[src/hdl/ddr_host_pkg.sv]
package ddr_host_pkg;

    // ==========================================================
    // Widths
    localparam int NUM_BANKS = 4;
    localparam int ADDR_W    = 13;
    localparam int BANK_W    = 2;
    localparam int TIMER_W   = 8;
    localparam int AP_BIT    = 10;

    // ==========================================================
    // Timing, figures in ns except DLL_LOCK_CYC (cycles) and BURST_LEN (beats), cycle counts derived
    localparam int CLK_PERIOD_NS              = 10;
    localparam int PRECHARGE_WAIT_NS          = 15;
    localparam int ACTIVATE_TO_ACCESS_WAIT_NS = 15;
    localparam int REFRESH_CYCLE_WAIT_NS      = 70;
    localparam int MODE_LOAD_WAIT_NS          = 10;
    localparam int SELF_REFRESH_EXIT_WAIT_NS  = 75;
    localparam int WRITE_RECOVERY_NS          = 15;
    localparam int DLL_LOCK_CYC               = 200;
    localparam int BURST_LEN                  = 4;

    localparam int PRECHARGE_WAIT_CYC =
        (PRECHARGE_WAIT_NS + CLK_PERIOD_NS - 1) / CLK_PERIOD_NS;
    localparam int ACTIVATE_TO_ACCESS_WAIT_CYC =
        (ACTIVATE_TO_ACCESS_WAIT_NS + CLK_PERIOD_NS - 1) / CLK_PERIOD_NS;
    localparam int REFRESH_CYCLE_WAIT_CYC =
        (REFRESH_CYCLE_WAIT_NS + CLK_PERIOD_NS - 1) / CLK_PERIOD_NS;
    localparam int MODE_LOAD_WAIT_CYC =
        (MODE_LOAD_WAIT_NS + CLK_PERIOD_NS - 1) / CLK_PERIOD_NS;
    localparam int SELF_REFRESH_EXIT_WAIT_CYC =
        (SELF_REFRESH_EXIT_WAIT_NS + CLK_PERIOD_NS - 1) / CLK_PERIOD_NS;
    localparam int WRITE_RECOVERY_CYC =
        (WRITE_RECOVERY_NS + CLK_PERIOD_NS - 1) / CLK_PERIOD_NS;
    localparam int BURST_CYC = BURST_LEN / 2;

    // Timers load count-1 and expire on zero; DLL_LOAD and MASK_LOAD load the full count
    localparam logic [TIMER_W-1:0] RP_LOAD    = TIMER_W'(PRECHARGE_WAIT_CYC - 1);
    localparam logic [TIMER_W-1:0] RCD_LOAD   = TIMER_W'(ACTIVATE_TO_ACCESS_WAIT_CYC - 1);
    localparam logic [TIMER_W-1:0] RFC_LOAD   = TIMER_W'(REFRESH_CYCLE_WAIT_CYC - 1);
    localparam logic [TIMER_W-1:0] MRD_LOAD   = TIMER_W'(MODE_LOAD_WAIT_CYC - 1);
    localparam logic [TIMER_W-1:0] XSNR_LOAD  = TIMER_W'(SELF_REFRESH_EXIT_WAIT_CYC - 1);
    localparam logic [TIMER_W-1:0] DLL_LOAD   = TIMER_W'(DLL_LOCK_CYC);
    localparam logic [TIMER_W-1:0] RD_LOAD    = TIMER_W'(BURST_CYC - 1);
    localparam logic [TIMER_W-1:0] WR_LOAD    = TIMER_W'(BURST_CYC - 1);
    localparam logic [TIMER_W-1:0] WR_AP_LOAD =
        TIMER_W'(BURST_CYC + WRITE_RECOVERY_CYC - 1);
    localparam logic [3:0]         MASK_LOAD  = 4'(BURST_CYC);

    // ==========================================================
    // Pin codes: select, row, column, write strobes (active low)
    localparam logic [3:0] CMD_DESELECT   = 4'hF;
    localparam logic [3:0] CMD_NOP        = 4'h7;
    localparam logic [3:0] CMD_ACTIVATE   = 4'h3;
    localparam logic [3:0] CMD_REFRESH    = 4'h1;
    localparam logic [3:0] CMD_MODE_LOAD  = 4'h0;
    localparam logic [3:0] CMD_READ       = 4'h5;
    localparam logic [3:0] CMD_WRITE      = 4'h4;
    localparam logic [3:0] CMD_PRECHARGE  = 4'h2;
    localparam logic [3:0] CMD_BURST_STOP = 4'h6;

    // ==========================================================
    // Types
    typedef enum logic [3:0] {
        OP_ACTIVATE, OP_READ, OP_WRITE, OP_PRECHARGE, OP_PRECHARGE_ALL,
        OP_REFRESH, OP_MODE_LOAD, OP_BURST_STOP, OP_POWER_DOWN, OP_SELF_REFRESH
    } host_op_t;

    typedef struct packed {
        host_op_t          op;
        logic [BANK_W-1:0] bank;
        logic [ADDR_W-1:0] addr;
        logic              auto_pre;
    } host_req_t;

    typedef struct packed {
        logic              cke;
        logic [3:0]        cmd;
        logic [BANK_W-1:0] bank_select;
        logic [ADDR_W-1:0] addr;
        logic              write_byte_mask;
    } pins_t;

    localparam pins_t PINS_RESET = '{cke: 1'b1, cmd: CMD_NOP, default: '0};

    typedef enum logic [2:0] {
        B_IDLE, B_ACTIVATING, B_ACTIVE, B_READING, B_WRITING,
        B_READ_AP, B_WRITE_AP, B_PRECHARGING
    } bank_state_t;

    typedef struct packed {
        bank_state_t        st;
        logic [TIMER_W-1:0] timer;
    } bank_reg_t;

    typedef enum logic [2:0] {
        M_RUN, M_BUSY, M_PD, M_PD_EXIT, M_SR, M_SR_EXIT
    } mode_t;

    typedef struct packed {
        mode_t              mode;
        pins_t              pins;
        logic               ack;
        logic               pd_flag;
        logic               sr_flag;
        logic [TIMER_W-1:0] gtimer;
        logic [TIMER_W-1:0] read_block;
        logic [3:0]         mask_cnt;
        logic [BANK_W-1:0]  last_read;
    } host_reg_t;

endpackage : ddr_host_pkg

[src/hdl/bank_tracker.sv]
`timescale 1ns/1ps
`default_nettype none

module bank_tracker
(
    input  wire logic                 clk,
    input  wire logic                 reset,
    input  wire logic                 issue,
    input  wire ddr_host_pkg::host_op_t op,
    input  wire logic                 auto_pre,
    output ddr_host_pkg::bank_state_t state
);
    import ddr_host_pkg::*;

    bank_reg_t r_reg;
    bank_reg_t r_next;

    assign state = r_reg.st;

    always_comb
    begin
        r_next = r_reg;
        if (r_reg.timer != '0)
            r_next.timer = r_reg.timer - 1'b1;
        unique case (r_reg.st)
            B_IDLE:
                if (issue && op == OP_ACTIVATE)
                begin
                    r_next.st    = B_ACTIVATING;
                    r_next.timer = RCD_LOAD;
                end
            B_ACTIVATING:
                if (r_reg.timer == '0)
                    r_next.st = B_ACTIVE;
            B_ACTIVE, B_READING, B_WRITING:
            begin
                if (r_reg.st != B_ACTIVE && r_reg.timer == '0)
                    r_next.st = B_ACTIVE;
                if (issue)
                begin
                    if (op == OP_READ)
                    begin
                        r_next.st    = auto_pre ? B_READ_AP : B_READING;
                        r_next.timer = RD_LOAD;
                    end
                    else if (op == OP_WRITE)
                    begin
                        r_next.st    = auto_pre ? B_WRITE_AP : B_WRITING;
                        r_next.timer = auto_pre ? WR_AP_LOAD : WR_LOAD;
                    end
                    else if (op == OP_PRECHARGE || op == OP_PRECHARGE_ALL)
                    begin
                        r_next.st    = B_PRECHARGING;
                        r_next.timer = RP_LOAD;
                    end
                    else if (op == OP_BURST_STOP && r_reg.st == B_READING)
                        r_next.st = B_ACTIVE;
                end
            end
            B_READ_AP, B_WRITE_AP:
                if (r_reg.timer == '0)
                begin
                    r_next.st    = B_PRECHARGING;
                    r_next.timer = RP_LOAD;
                end
            B_PRECHARGING:
                if (r_reg.timer == '0)
                    r_next.st = B_IDLE;
        endcase
    end

    always_ff @(posedge clk or posedge reset)
    begin
        if (reset)
            r_reg <= '{st: B_IDLE, timer: '0};
        else
            r_reg <= r_next;
    end

endmodule : bank_tracker

`default_nettype wire

[src/hdl/ddr_host_ctrl.sv]
`timescale 1ns/1ps
`default_nettype none

module ddr_host_ctrl
(
    input  wire logic                  clk,
    input  wire logic                  reset,
    input  wire logic                  req_valid,
    input  wire ddr_host_pkg::host_req_t req,
    input  wire logic                  wake,
    input  wire logic                  dll_off,
    output logic                       req_ack,
    output logic                       in_power_down,
    output logic                       in_self_refresh,
    output ddr_host_pkg::pins_t        pins
);
    import ddr_host_pkg::*;

    host_reg_t                    r_reg;
    host_reg_t                    r_next;
    bank_state_t [NUM_BANKS-1:0]  bank_st;
    logic        [NUM_BANKS-1:0]  bank_issue;
    logic                         accept;
    logic                         any_writing;

    assign req_ack         = r_reg.ack;
    assign in_power_down   = r_reg.pd_flag;
    assign in_self_refresh = r_reg.sr_flag;
    assign pins            = r_reg.pins;

    // ==========================================================
    // Legality of a request against bank and global state
    function automatic logic precharge_ok(input bank_state_t s);
        precharge_ok = (s == B_IDLE) || (s == B_ACTIVE) ||
                       (s == B_READING) || (s == B_WRITING);
    endfunction : precharge_ok

    function automatic logic legal
    (
        input host_req_t                   q,
        input bank_state_t [NUM_BANKS-1:0] s,
        input logic [BANK_W-1:0]           lr,
        input logic                        rd_blocked
    );
        logic all_idle;
        logic all_pre_ok;
        logic quiet;
        bank_state_t b;
        all_idle   = 1'b1;
        all_pre_ok = 1'b1;
        quiet      = 1'b1;
        for (int i = 0; i < NUM_BANKS; i++)
        begin
            all_idle   = all_idle && (s[i] == B_IDLE);
            all_pre_ok = all_pre_ok && precharge_ok(s[i]);
            quiet      = quiet && (s[i] == B_IDLE || s[i] == B_ACTIVE);
        end
        b = s[q.bank];
        unique case (q.op)
            OP_ACTIVATE:      legal = (b == B_IDLE);
            OP_READ:          legal = !rd_blocked &&
                                      (b == B_ACTIVE || b == B_READING ||
                                       b == B_WRITING);
            OP_WRITE:         legal = (b == B_ACTIVE || b == B_WRITING);
            OP_PRECHARGE:     legal = precharge_ok(b);
            OP_PRECHARGE_ALL: legal = all_pre_ok;
            OP_REFRESH:       legal = all_idle;
            OP_MODE_LOAD:     legal = all_idle;
            OP_BURST_STOP:    legal = (s[lr] == B_READING);
            OP_POWER_DOWN:    legal = quiet;
            OP_SELF_REFRESH:  legal = all_idle;
            default:          legal = 1'b0;
        endcase
    endfunction : legal

    // ==========================================================
    // Bank trackers
    generate
        for (genvar g = 0; g < NUM_BANKS; g++)
        begin : g_bank
            bank_tracker u_bank
            (
                .clk      (clk),
                .reset    (reset),
                .issue    (bank_issue[g]),
                .op       (req.op),
                .auto_pre (req.auto_pre),
                .state    (bank_st[g])
            );
        end
    endgenerate

    // Only run mode takes requests; one blocked cycle after each ack
    assign accept = req_valid && !r_reg.ack && r_reg.mode == M_RUN &&
                    legal(req, bank_st, r_reg.last_read, r_reg.read_block != '0);

    always_comb
    begin
        any_writing = 1'b0;
        for (int i = 0; i < NUM_BANKS; i++)
        begin
            any_writing = any_writing || (bank_st[i] == B_WRITING);
            if (req.op == OP_PRECHARGE_ALL)
                bank_issue[i] = accept;
            else if (req.op == OP_BURST_STOP)
                bank_issue[i] = accept && (r_reg.last_read == BANK_W'(i));
            else
                bank_issue[i] = accept && (req.bank == BANK_W'(i));
        end
    end

    // ==========================================================
    // Command sequencer
    always_comb
    begin
        r_next          = r_reg;
        r_next.ack      = accept;
        r_next.pins.cmd = CMD_NOP;
        if (r_reg.gtimer != '0)
            r_next.gtimer = r_reg.gtimer - 1'b1;
        if (r_reg.read_block != '0)
            r_next.read_block = r_reg.read_block - 1'b1;
        if (r_reg.mask_cnt != '0)
            r_next.mask_cnt = r_reg.mask_cnt - 1'b1;
        unique case (r_reg.mode)
            M_RUN:
                if (accept)
                begin
                    r_next.pins.bank_select = req.bank;
                    r_next.pins.addr        = req.addr;
                    unique case (req.op)
                        OP_ACTIVATE:
                            r_next.pins.cmd = CMD_ACTIVATE;
                        OP_READ:
                        begin
                            r_next.pins.cmd          = CMD_READ;
                            r_next.pins.addr[AP_BIT] = req.auto_pre;
                            r_next.last_read         = req.bank;
                            if (bank_st[req.bank] == B_WRITING)
                                r_next.mask_cnt = MASK_LOAD;
                        end
                        OP_WRITE:
                        begin
                            r_next.pins.cmd          = CMD_WRITE;
                            r_next.pins.addr[AP_BIT] = req.auto_pre;
                        end
                        OP_PRECHARGE:
                        begin
                            r_next.pins.cmd          = CMD_PRECHARGE;
                            r_next.pins.addr[AP_BIT] = 1'b0;
                            if (bank_st[req.bank] == B_WRITING)
                                r_next.mask_cnt = MASK_LOAD;
                        end
                        OP_PRECHARGE_ALL:
                        begin
                            r_next.pins.cmd          = CMD_PRECHARGE;
                            r_next.pins.addr[AP_BIT] = 1'b1;
                            r_next.mode              = M_BUSY;
                            r_next.gtimer            = RP_LOAD;
                            if (any_writing)
                                r_next.mask_cnt = MASK_LOAD;
                        end
                        OP_REFRESH:
                        begin
                            r_next.pins.cmd = CMD_REFRESH;
                            r_next.mode     = M_BUSY;
                            r_next.gtimer   = RFC_LOAD;
                        end
                        OP_MODE_LOAD:
                        begin
                            r_next.pins.cmd = CMD_MODE_LOAD;
                            r_next.mode     = M_BUSY;
                            r_next.gtimer   = MRD_LOAD;
                        end
                        OP_BURST_STOP:
                            r_next.pins.cmd = CMD_BURST_STOP;
                        OP_POWER_DOWN:
                        begin
                            r_next.pins.cke = 1'b0;
                            r_next.pd_flag  = 1'b1;
                            r_next.mode     = M_PD;
                        end
                        OP_SELF_REFRESH:
                        begin
                            r_next.pins.cmd = CMD_REFRESH;
                            r_next.pins.cke = 1'b0;
                            r_next.sr_flag  = 1'b1;
                            r_next.mode     = M_SR;
                        end
                    endcase
                end
            M_BUSY:
                if (r_reg.gtimer == '0)
                    r_next.mode = M_RUN;
            M_PD:
                if (wake)
                begin
                    r_next.pins.cke = 1'b1;
                    r_next.mode     = M_PD_EXIT;
                    if (dll_off)
                        r_next.read_block = DLL_LOAD;
                end
            M_PD_EXIT:
            begin
                r_next.pd_flag = 1'b0;
                r_next.mode    = M_RUN;
            end
            M_SR:
                if (wake)
                begin
                    r_next.pins.cke   = 1'b1;
                    r_next.mode       = M_SR_EXIT;
                    r_next.gtimer     = XSNR_LOAD;
                    r_next.read_block = DLL_LOAD;
                end
            M_SR_EXIT:
                if (r_reg.gtimer == '0)
                begin
                    r_next.sr_flag = 1'b0;
                    r_next.mode    = M_RUN;
                end
        endcase
        r_next.pins.write_byte_mask = (r_next.mask_cnt != '0);
    end

    always_ff @(posedge clk or posedge reset)
    begin
        if (reset)
        begin
            r_reg      <= '0;
            r_reg.mode <= M_RUN;
            r_reg.pins <= PINS_RESET;
        end
        else
            r_reg <= r_next;
    end

endmodule : ddr_host_ctrl

`default_nettype wire

[config.mk]
export PLATFORM = sky130hd
export DESIGN_NAME = ddr_host_ctrl
export DESIGN_NICKNAME = d
export VERILOG_FILES = /design/src/hdl/ddr_host_pkg.sv /design/src/hdl/bank_tracker.sv /design/src/hdl/ddr_host_ctrl.sv
export SDC_FILE = /design/constraint.sdc
export NUM_CORES = 1
export LEC_CHECK = 0
export BUFFER_PORTS_ARGS = -buffer_cell sky130_fd_sc_hd__buf_2
export CAP_MARGIN = 20
export CORE_ASPECT_RATIO = 0.6
export CORE_MARGIN = 8
export CORE_UTILIZATION = 50
export CTS_CLUSTER_DIAMETER = 40
export DETAILED_ROUTE_END_ITERATION = 7
export PLACE_DENSITY = 0.71
export SETUP_SLACK_MARGIN = 0.3
export SLEW_MARGIN = 25
export SYNTH_ARGS = -nofsm -noshare
export SYNTH_HDL_FRONTEND = slang
export SYNTH_SLANG_ARGS = --single-unit
[constraint.sdc]
create_clock -name clk -period 8.8 [get_ports clk]
set_clock_uncertainty 0.15 [all_clocks]
set_input_delay 1.32 -clock clk [delete_from_list [all_inputs] [get_ports clk]]
set_output_delay 1.32 -clock clk [all_outputs]
set_load 0.03 [all_outputs]
==> results.md, run 1 <==
* GRT met3 Usage at 4.70%
* Worst skew pair latency at 350 ps
* Inserted Clock Buffers at 9
* Crit end category: flip-flop
* Arrival time worst endpoint at 4780 ps
* RR Endpoint: g_bank[2].u_bank.r_reg[0]
* Peak VDD IR at 0.156 mV
* Min-delay worst type: flip-flop to flip-flop
* Detail Route Antenna Nets at 0
* Setup CP Type: input pin to flip-flop
* Max clock buf depth at 2
* Clk sink count at 92
* Layout filler cell count at 1181
* Synthesized cell area at 0.00643 sq mm
* Die Area at 0.0169 sq mm
* Layout cells sized above 1 at 12.3%
* Final HPWL DP at 12900 um
* CTS Hold Bufs at 0
* Wirelength per Cell at 18.3 um
* 1st-iter DRT viols at 735
* CTS tree: built
* Pwr Density at 306 mW/mm^2
* Setup crit start kind: input pin
* Distinct cells, synth at 82
* Die W at 162 um
* Lkg Pwr at 2.91 nW
* Final hold violations at 0
* Fin crit period at 4700 ps
* Post-Place Cells at 951
* N_diodes at 0
* Drt pass-1 iters at 6
* Sequential area share after synthesis at 35.9%
* Gr busiest metal: met1
* Crit-path max FO at 38
* Setup TNS at 0 ps
* Unrepaired setup endpoints after global routing: false
* Hold WS at 329 ps
* Worst flop-to-flop path startpoint: g_bank[1].u_bank.state[2]
* Area Growth Syn to Fin at 6.26%
* Global-route wire length before repair at 29700 um
* DR vias at 6040
* Syn_nets at 839
* Number of remaining DRC errors at 0
* Asr flop ratio synth at 100%
* Depth of the CTS H-tree at 3
* Cell Rows at 32
* Initial antenna violation count at 0
* Ys flop type: dfrtp_1
* M2 GR Usage at 29.7%
* Max-slew headroom at the worst pin at 39.3%
* Worst-margin pin slew at 905 ps
* Syn. warnings at 0
* Syn_area_per_cell at 8.06 sq um
* Clk slew on worst S/H paths at 70 ps
* Max FFs per register at 32
* Setup Buffers After CTS at 0
* Design Area, Final at 0.00684 sq mm
* Die height at 104 um
* Worst-case reg-to-reg path depth at 9
* Yosys reg bits at 92
* Post_cts resized at 0
* Final Max Tran Viols at 0
* Tcrit/Tclk final at 53.4%
* Number of global-route vias before repair at 5643
* Non-filler cells, final at 967
* FMAX at 213 MHz
* Outcome: finished clean
* Yosys top cell by area: dfrtp_1
* Area share of the largest cell type after synthesis at 34.2%
* Final #Nets at 833
* Starting Density at 50.7%
* Wirelength, routed at 17700 um
* Worst R2R Setup Slack at 4590 ps
* Critical Path RT at 8880 ps
* Power Total at 2.09 mW
* Largest cells by area after synthesis: dfrtp_1 (34%), nand2_1 (6.7%), nor2_1 (5.0%), o21ai_0 (3.7%), xnor2_1 (3.4%)
* Crit path from: req[14]
* Tot GR Track Use at 21.2%
* Setup crit end: g_bank[2].u_bank.r_reg[0]
* Max Cap Viol at 0
* Cells after synthesis at 798
* Met1 usage at 32.0%
* CORE AREA at 0.0127 sq mm
* # port buffers at 47
* Setup violations, final at 0
* Largest net degree at the start of global routing at 53
* Post-synth EDFFs at 0
* Cell Area, Placed at 0.00654 sq mm
* GP Congestion at 0.957
* Clk root buf: clkbuf_16
* Via density at 6.25
* I/O Pins at 49
* Total gr overflow at 0
[logic make-up (layout without fill, tap and decap cells)]
kind of cell | count (synthesis) | count (layout) | share of synthesized area [%]
simple gates | 361 | 361 | 27.4
compound gates | 181 | 181 | 18.9
buf+inv | 100 | 99 | 7.51
flops | 92 | 92 | 35.9
xor+xnor | 37 | 37 | 5.04
fa+ha+maj | 16 | 16 | 3.11
mux | 10 | 10 | 2.22
other cells | 1 | 1 | 0.0583
[cells in the mapped netlist (all sizes together) (3+ instances only)]
cell	n
a22oi	6
nor2	85
nor3	33
o311ai	4
a31oi	15
mux2	4
mux4	3
ha	16
a21oi	34
a311o	3
xnor2	25
nand2b	15
and3	7
nor4	11
or2	7
nand3b	3
and4b	3
or3	6
o22ai	9
mux2i	3
o21ai	51
inv	35
and2	10
or4	5
nor3b	8
a311oi	6
clkbuf	29
dfstp	4
nand4	4
a211oi	12
o32ai	3
a221oi	3
or3b	5
xor2	12
buf	36
nor2b	7
o211ai	5
nand3	28
nand2	116
dfrtp	88
nor4b	5
o31ai	5
[through the flow]
stage                     utilization [%]  worst slack, ps
final                                53.9             4100
after global routing                 53.9             3900
after CTS                            53.8             4140
after detailed placement             51.5             3790
after global placement               51.5             3840
after floorplan                         -             4940
[layer usage]
layer / wire [um] / up-vias
met4: 238 / 0
met5: 0 / -
met1: 8340 / 2899
met2: 7550 / 315
li1: - / 2794
met3: 1570 / 32
[placed cells by master (no fill, tap or decap), types with 6 or more instances in the layout]
cell type and count:
nor4_1 10, inv_1 33, nor2_1 85, xor2_1 12, xnor2_1 25, and2_1 10, nand2_1 115, or2_2 6
nor3b_1 8, nand2b_1 15, o22ai_1 9, a211oi_1 11, dfrtp_1 88, a21oi_1 34, a31oi_1 14, clkbuf_16 9
a22oi_1 6, nor3_1 33, ha_1 16, buf_2 47, and3_1 7, nor2b_1 7, or3_1 6, nand3_1 27
o21ai_0 48
[final cells by class]
cell class | count | area (sq um) | area share (%)
clock buffers | 9 | 225 | 3.29
repair buffers | 48 | 243 | 3.55
flip-flops and latches | 92 | 2310 | 33.7
inverters | 35 | 133 | 1.94
clock inverters | 7 | 65.1 | 0.952
multi-input cells | 606 | 3650 | 53.4
well taps | 170 | 213 | 3.11
[worst min path at each step]
stage	start	endpoint	cells past startpoint
CTS	pins[20]	pins[20]	2
floorplan	pins[10]	pins[10]	2
global route	pins[4]	pins[4]	2
detailed placement	pins[13]	pins[13]	2
global placement	pins[5]	pins[5]	2
finish	pins[10]	pins[10]	2
[report_power, final]
group,internal [mW],total [mW],switching [mW]
clock,0.200,0.391,0.191
sequential,0.596,0.794,0.198
combinational,0.375,0.906,0.531
total,1.17,2.09,0.920
[critical path, cell delays in order]
cell and delay [ps]:
buf_2 250, mux4_2 560, nand2b_1 150, and3_1 200
or4_4 440, o21ai_4 560, inv_2 470, a31oi_2 290
a311oi_2 120, or3b_1 410
(Power assumes the default switching activity.)
==> inputs of run 2 (changes only) <==
--- a/config.mk
+++ b/config.mk
@@ -5,6 +5,7 @@
 export SDC_FILE = /design/constraint.sdc
 export NUM_CORES = 1
 export LEC_CHECK = 0
+export ABC_AREA = 1
 export BUFFER_PORTS_ARGS = -buffer_cell sky130_fd_sc_hd__buf_2
 export CAP_MARGIN = 20
 export CORE_ASPECT_RATIO = 0.6
==> constraint.sdc (replaced) <==
create_clock -name clk -period 4.65 [get_ports clk]
set_clock_uncertainty 0.15 [all_clocks]
set_input_delay 0.6975 -clock clk [delete_from_list [all_inputs] [get_ports clk]]
set_output_delay 0.6975 -clock clk [all_outputs]
set_load 0.03 [all_outputs]
==> run 2 against run 1 <==
  * Flip-flop and latch count is the same
  * Critical path depth grew 2
  * Largest power group unchanged
  * Sequential power grew 45%
==> results.md, run 2 <==
* Pwr Density at 403 mW/mm^2 (was 306 mW/mm^2)
* Setup violations, final at 0 (unchanged)
* Worst flop-to-flop path startpoint: g_bank[0].u_bank.state[0] (was g_bank[1].u_bank.state[2])
* Number of global-route vias before repair at 5996 (was 5643)
* Area Growth Syn to Fin at 6.96% (was 6.26%)
* Ys flop type: dfrtp_1 (unchanged)
* Area share of the largest cell type after synthesis at 31.5% (was 34.2%)
* Worst-margin pin slew at 830 ps (was 905 ps)
* Syn_nets at 1061 (was 839)
* Worst R2R Setup Slack at 1490 ps (was 4590 ps)
* N_diodes at 0 (unchanged)
* Detail Route Antenna Nets at 0 (unchanged)
* Crit end category: flip-flop (unchanged)
* Fin crit period at 3160 ps
* Critical Path RT at 4720 ps (was 8880 ps)
* Syn_area_per_cell at 6.85 sq um (was 8.06 sq um)
* Wirelength, routed at 18700 um (was 17700 um)
* Tot GR Track Use at 20.6% (was 21.2%)
* Lkg Pwr at 3.71 nW (was 2.91 nW)
* Max clock buf depth at 2 (unchanged)
* Final HPWL DP at 14100 um (was 12900 um)
* M2 GR Usage at 26.8% (was 29.7%)
* Gr busiest metal: met1 (unchanged)
* Finished Core Util at 54.7% (was 53.9%)
* Post-synth EDFFs at 0 (unchanged)
* Initial antenna violation count at 0 (unchanged)
* Worst skew pair latency at 350 ps (about the same)
* Worst-case reg-to-reg path depth at 12 (was 9)
* Cell Rows at 33 (was 32)
* Setup Buffers After CTS at 0 (unchanged)
* Number of remaining DRC errors at 0 (unchanged)
* Sequential area share after synthesis at 33.0% (was 35.9%)
* Met1 usage at 32.0% (about the same)
* Cells after synthesis at 1020 (was 798)
* Setup TNS at 0 ps (unchanged)
* Most frequent cells in the layout: nand2_1 (258), inv_1 (125), nor2_1 (108), nand3_1 (93), dfrtp_1 (88) (was nand2_1 (115), dfrtp_1 (88), nor2_1 (85), o21ai_0 (48), buf_2 (47))
* Total gr overflow at 0 (unchanged)
* Die Area at 0.0181 sq mm (was 0.0169 sq mm)
* CTS tree: built (unchanged)
* Most common cell after layout, fill and taps aside: nand2_1 (unchanged)
* # port buffers at 47 (unchanged)
* Starting Density at 51.1% (was 50.7%)
* Synthesized cell area at 0.00699 sq mm (was 0.00643 sq mm)
* Setup crit end: g_bank[1].u_bank.r_reg[7] (was g_bank[2].u_bank.r_reg[0])
* Post_cts resized at 0 (unchanged)
* Asr flop ratio synth at 100% (unchanged)
* Setup crit start kind: flip-flop (was input pin)
* Clk root buf: clkbuf_16 (unchanged)
* Final Max Tran Viols at 0 (unchanged)
* Crit path from: g_bank[0].u_bank.state[0] (was req[14])
* Unrepaired setup endpoints after global routing: false (unchanged)
* GP Congestion at 0.986 (was 0.957)
* Outcome: finished clean (unchanged)
* Largest net degree at the start of global routing at 69 (was 53)
* Setup CP Type: flip-flop to flip-flop (was input pin to flip-flop)
* Final #Nets at 1080 (was 833)
* Syn. warnings at 0 (unchanged)
* Arrival time worst endpoint at 3230 ps (was 4780 ps)
* Max FFs per register at 32 (unchanged)
* HP Start: pins[8] (was pins[10])
* Tcrit/Tclk final at 67.8%
* Final hold violations at 0 (unchanged)
* Yosys top cell by area: dfrtp_1 (unchanged)
* CORE AREA at 0.0137 sq mm (was 0.0127 sq mm)
* RR Endpoint: g_bank[1].u_bank.r_reg[7] (was g_bank[2].u_bank.r_reg[0])
* Peak VDD IR at 0.306 mV (was 0.156 mV)
* GRT met3 Usage at 6.37% (was 4.70%)
* Largest cells by area after synthesis: dfrtp_1 (32%), nand2_1 (14%), inv_1 (6.8%), nand3_1 (6.7%), nor2_1 (5.8%) (was dfrtp_1 (34%), nand2_1 (6.7%), nor2_1 (5.0%), o21ai_0 (3.7%), xnor2_1 (3.4%))
* 1st-iter DRT viols at 949 (was 735)
* Layout cells sized above 1 at 13.5% (was 12.3%)
* Commonest cells post-synth: nand2_1 (258), inv_1 (126), nor2_1 (108) (was nand2_1 (115), dfrtp_1 (88), nor2_1 (85))
* DR vias at 6805 (was 6040)
* Max Cap Viol at 0 (unchanged)
* Clk slew on worst S/H paths at 70 ps (about the same)
* Drt pass-1 iters at 5 (was 6)
* I/O Pins at 49 (unchanged)
* Inserted Clock Buffers at 9 (unchanged)
* Wirelength per Cell at 15.1 um (was 18.3 um)
* Non-filler cells, final at 1236 (was 967)
* FMAX at 317 MHz
* Depth of the CTS H-tree at 3 (unchanged)
* Crit-path max FO at 19 (was 38)
* Die height at 108 um (was 104 um)
* Max-slew headroom at the worst pin at 44.7% (was 39.3%)
* Die W at 169 um (was 162 um)
* Via density at 5.51 (was 6.25)
* CTS Hold Bufs at 0 (unchanged)
* Clk sink count at 92 (unchanged)
* Min-delay worst type: flip-flop to flip-flop (unchanged)
* Distinct cells, synth at 53 (was 82)
* Global-route wire length before repair at 30500 um (was 29700 um)
* Most common cell in the synthesized netlist: nand2_1 (unchanged)
* Yosys reg bits at 92 (unchanged)
* Post-Place Cells at 1220 (was 951)
[run 2: cell count changes after synthesis, moves of 10 or more]
cell      before  now
nor3_1        33   15
nand2b_1      15    0
nand2_1      115  258
nor2_1        85  108
inv_2          1   15
nand2_2        1   12
and2_1        10    0
nand3_1       27   93
nand4_1        4   37
clkbuf_1      29    5
inv_1         34  126
xnor2_1       25    8
[run 2: report_power, final]
group / total (mW) / switching, mW / internal, mW
clock network: 0.700 / 0.333 / 0.368
registers: 1.15 / 0.143 / 1.01
logic: 1.16 / 0.748 / 0.411
[run 2: cell families after synthesis]
group / after synthesis / synth area share, %
xor gates and xnor gates: 21 / 2.63
buffers and inverters: 186 / 12.0
DFF: 92 / 33.0
other: 1 / 0.0536
AOI/OAI and AO/OA: 140 / 12.0
adders and majority gates: 16 / 2.86
and+or+nand+nor: 564 / 37.4
[run 2: how the worst min path moves through the flow]
stage,depth (start not counted),slack [ps],end
2_1_floorplan,1,290,r_reg[21]
3_3_place_gp,2,310,pins[13]
3_5_place_dp,2,310,pins[13]
4_1_cts,2,330,pins[13]
5_1_grt,2,350,pins[6]
6_report,2,330,pins[8]
[run 2: metal layers]
metal | vias to the layer above | share of wire [%]
met1 | 3071 | 50
met5 | - | 0
met4 | 0 | 0.87
li1 | 3346 | -
met3 | 26 | 12
met2 | 362 | 37
[run 2: critical path: stages (launching register included)]
cell and delay (ps):
dfrtp_1 490, inv_1 150, nor2_1 80, nor2_1 450, nand3_1 210, nor2_1 150
nor2_1 60, nand2_2 100, nor2_4 60, a21boi_4 530, nand3_2 340, nand3_1 170
nand4_1 90
[run 2: final cells by class]
| cell class | count | area, sq um |
|---|---|---|
| Inverter | 141 | 532 |
| Clock buffer | 10 | 229 |
| Sequential cell | 92 | 2310 |
| Timing Repair Buffer | 53 | 280 |
| Multi-Input combinational cell | 742 | 3840 |
| Tap cell | 192 | 240 |
| Fill cell | 1275 | 6190 |
| Clock inverter | 6 | 47.5 |
[run 2: per-stage QoR]
step	power (mW)	worst slack, ps	instance area, sq um	hold slack (ps)
floorplan	2.10	1420	6990	292
global placement	2.29	1490	7200	308
detailed placement	2.31	1460	7200	310
CTS	3.02	1690	7480	329
global route	3.25	1390	7480	352
finish	3.01	1490	7480	326
==> inputs of run 3 (changes only) <==
--- a/config.mk
+++ b/config.mk
@@ -13,7 +13,7 @@
 export CORE_UTILIZATION = 50
 export CTS_CLUSTER_DIAMETER = 40
 export DETAILED_ROUTE_END_ITERATION = 7
-export PLACE_DENSITY = 0.71
+export PLACE_DENSITY = 0.74
 export SETUP_SLACK_MARGIN = 0.3
 export SLEW_MARGIN = 25
 export SYNTH_ARGS = -nofsm -noshare
==> constraint.sdc (replaced) <==
create_clock -name clk -period 2.61 [get_ports clk]
set_clock_uncertainty 0.15 [all_clocks]
set_input_delay 0.3915 -clock clk [delete_from_list [all_inputs] [get_ports clk]]
set_output_delay 0.3915 -clock clk [all_outputs]
set_load 0.03 [all_outputs]
==> run 3 against run 2 <==
  * Setup slack worse by 1300 ps
  * Register-to-register slack worse by 1300 ps
  * Clock power up 93%
  * Critical path depth up 5
  * Via count up 9.0%
  * Sequential power up 80%
  * Non-clock buffer count up 77
  * Hold slack worse by 310 ps
  * Critical path type unchanged
  * Largest cell class unchanged
==> results.md, run 3 (synthesis gave the netlist of run 2 again) <==
* Outcome: finished clean (unchanged)
* Sw Ratio at 41.0% (was 40.6%)
* Lkg Pwr at 4.26 nW (was 3.71 nW)
* Number of global-route vias before repair at 6454 (was 5996)
* Pre-CTS setup slack at 86.4 ps (was 1460 ps)
* Number of remaining DRC errors at 0 (unchanged)
* Cell Rows at 33 (unchanged)
* Most common cell after layout, fill and taps aside: nand2_1 (unchanged)
* Clk sink count at 92 (unchanged)
* Initial antenna violation count at 1 (was 0)
* Area Growth Syn to Fin at 27.3% (was 6.96%)
* Setup crit start kind: flip-flop (unchanged)
* Global-route wire length before repair at 32900 um (was 30500 um)
* # port buffers at 47 (unchanged)
* CTS tree: built (unchanged)
* Drt pass-1 iters at 6 (was 5)
* Setup TNS at 0 ps (unchanged)
* Tcrit/Tclk final at 91.8% (was 67.8%)
* Final #Nets at 1158 (was 1080)
* Worst skew pair latency at 360 ps (was 350 ps)
* Sw Pwr at 2.37 mW (was 1.22 mW)
* Finished Core Util at 65.1% (was 54.7%)
* 1st-iter DRT viols at 998 (was 949)
* Register share of total power at 35.7% (was 38.3%)
* Setup CP Type: flip-flop to flip-flop (unchanged)
* Crit end category: flip-flop (unchanged)
* DR vias at 7415 (was 6805)
* Min-delay worst type: input pin to async pin (was flip-flop to flip-flop)
* Area of the multi-input gates at 0.00448 sq mm (was 0.00384 sq mm)
* Peak VDD IR at 0.449 mV (was 0.306 mV)
* Seq. cell area at 0.00232 sq mm (was 0.00231 sq mm)
* Inserted Clock Buffers at 9 (unchanged)
* Arrival time worst endpoint at 2530 ps (was 3230 ps)
* Worst setup margin at 214 ps (was 1490 ps)
* Largest net degree at the start of global routing at 93 (was 69)
* Die Area at 0.0181 sq mm (unchanged)
* Worst-case reg-to-reg path depth at 17 (was 12)
* Combinational share of power at 40.9% (was 38.5%)
* Worst-margin pin slew at 715 ps (was 830 ps)
* CORE AREA at 0.0137 sq mm (unchanged)
* Internal power consumption at 3.41 mW (was 1.79 mW)
* Via density at 5.64 (was 5.51)
* Detail Route Antenna Nets at 0 (unchanged)
* CTS Hold Bufs at 0 (unchanged)
* Die height at 108 um (unchanged)
* Max clock buf depth at 2 (unchanged)
* FMAX at 417 MHz (was 317 MHz)
* RR Endpoint: r_reg[15] (was g_bank[1].u_bank.r_reg[7])
* Starting Density at 51.1% (unchanged)
* Most frequent cells in the layout: nand2_1 (215), inv_1 (116), nor2_1 (101), dfrtp_1 (77), buf_4 (68) (was nand2_1 (258), inv_1 (125), nor2_1 (108), nand3_1 (93), dfrtp_1 (88))
* Clock power share at 23.4% (was 23.3%)
* Worst R2R Setup Slack at 210 ps (was 1490 ps)
* Setup violations, final at 0 (unchanged)
* Design Area, Final at 0.00890 sq mm (was 0.00748 sq mm)
* Max-slew headroom at the worst pin at 52.3% (was 44.7%)
* Layout filler cell count at 1127 (was 1275)
* Max Cap Viol at 0 (unchanged)
* Final HPWL DP at 14400 um (was 14100 um)
* Tot GR Track Use at 22.2% (was 20.6%)
* Max FFs per register at 32 (unchanged)
* Critical Path RT at 2740 ps (was 4720 ps)
* Worst flop-to-flop path startpoint: r_reg[6] (was g_bank[0].u_bank.state[0])
* Final hold violations at 0 (unchanged)
* Pwr Density at 650 mW/mm^2 (was 403 mW/mm^2)
* Depth of the CTS H-tree at 3 (unchanged)
* GP Congestion at 1.01 (was 0.986)
* Hold WS at 18.9 ps (was 326 ps)
* Crit-path max FO at 19 (unchanged)
* Cell Area, Placed at 0.00749 sq mm (was 0.00720 sq mm)
* Wirelength per Cell at 16.2 um (was 15.1 um)
* Fin crit period at 2400 ps (was 3160 ps)
* Clk slew on worst S/H paths at 70 ps (about the same)
* Layout cells sized above 1 at 30.4% (was 13.5%)
* Total gr overflow at 0 (unchanged)
* Unrepaired setup endpoints after global routing: true (was false)
* Final Max Tran Viols at 0 (unchanged)
* Wirelength, routed at 21300 um (was 18700 um)
* Die W at 169 um (unchanged)
* I/O Pins at 49 (unchanged)
* Clk root buf: clkbuf_16 (unchanged)
run 3: cell count changes in the layout (fill, tap and decap cells not counted), moves of 9 or more:
cell,previous run,this run
nand2_1,258,215
nand2_4,2,16
nand3_4,3,12
dfrtp_2,0,11
buf_4,6,68
nand3_1,93,57
dfrtp_1,88,77
nand2_2,12,39
nand3_2,5,32
inv_1,125,116
run 3: what timing repair did:
| action | in CTS | in global routing |
|---|---|---|
| gates resized for setup | 45 | 132 |
| setup buffers | 23 | 18 |
| endpoints found under the setup margin | 56 | 82 |
| gates cloned | 1 | 2 |
| pin swaps | 15 | 35 |
run 3: worst max-delay path by stage:
stage / startpoint / to
final: r_reg[6] / r_reg[15]
after global routing: r_reg[6] / g_bank[0].u_bank.r_reg[5]
after CTS: r_reg[6] / g_bank[3].u_bank.r_reg[3]
after detailed placement: req[18] / pins[0]
after global placement: req[14] / g_bank[1].u_bank.r_reg[0]
after floorplan: g_bank[1].u_bank.r_reg[0] / g_bank[1].u_bank.r_reg[0]
run 3: per-layer routing:
metal  up-vias  global-route usage, %  wire [um]
met4         0                   5.26        400
met3        53                   6.88       2670
li1       3513                      -          -
met1      3380                   33.7       9810
met5         -                      0          0
met2       469                   29.4       8450
run 3: final cells by class:
class,count,area share [%]
clock inverters,6,0.759
repair buffers,130,11.3
diodes,1,0.0281
well taps,192,2.70
flip-flops and latches,92,26.1
inverters,141,6.05
multi-input cells,743,50.4
clock buffers,10,2.69
run 3: power by group through the flow:
stage	combinational [mW]	clock (mW)	sequential, mW
floorplan	1.72	0	2.02
global placement	2.03	0	2.07
CTS	2.20	1.37	2.06
global route	2.69	1.42	2.11
detailed placement	2.09	0	2.07
finish	2.36	1.35	2.07
run 3: stage by stage:
step,total power [mW],instances
2_1_floorplan,3.74,1020
3_3_place_gp,4.10,1254
3_5_place_dp,4.16,1254
4_1_cts,5.62,1294
5_1_grt,6.22,1315
6_report,5.78,1315
run 3: critical path: stages, from the launching register on:
cell,delay [ps]
dfrtp_1,400
inv_2,90
ha_4,140
nand2_2,60
nor2_1,80
buf_4,140
nand3_4,70
nand2_2,80
inv_2,40
nor2_4,90
nor2_4,50
buf_12,130
nand2_8,100
nand2_2,150
buf_12,190
o21ai_1,130
inv_1,70
a21oi_1,150
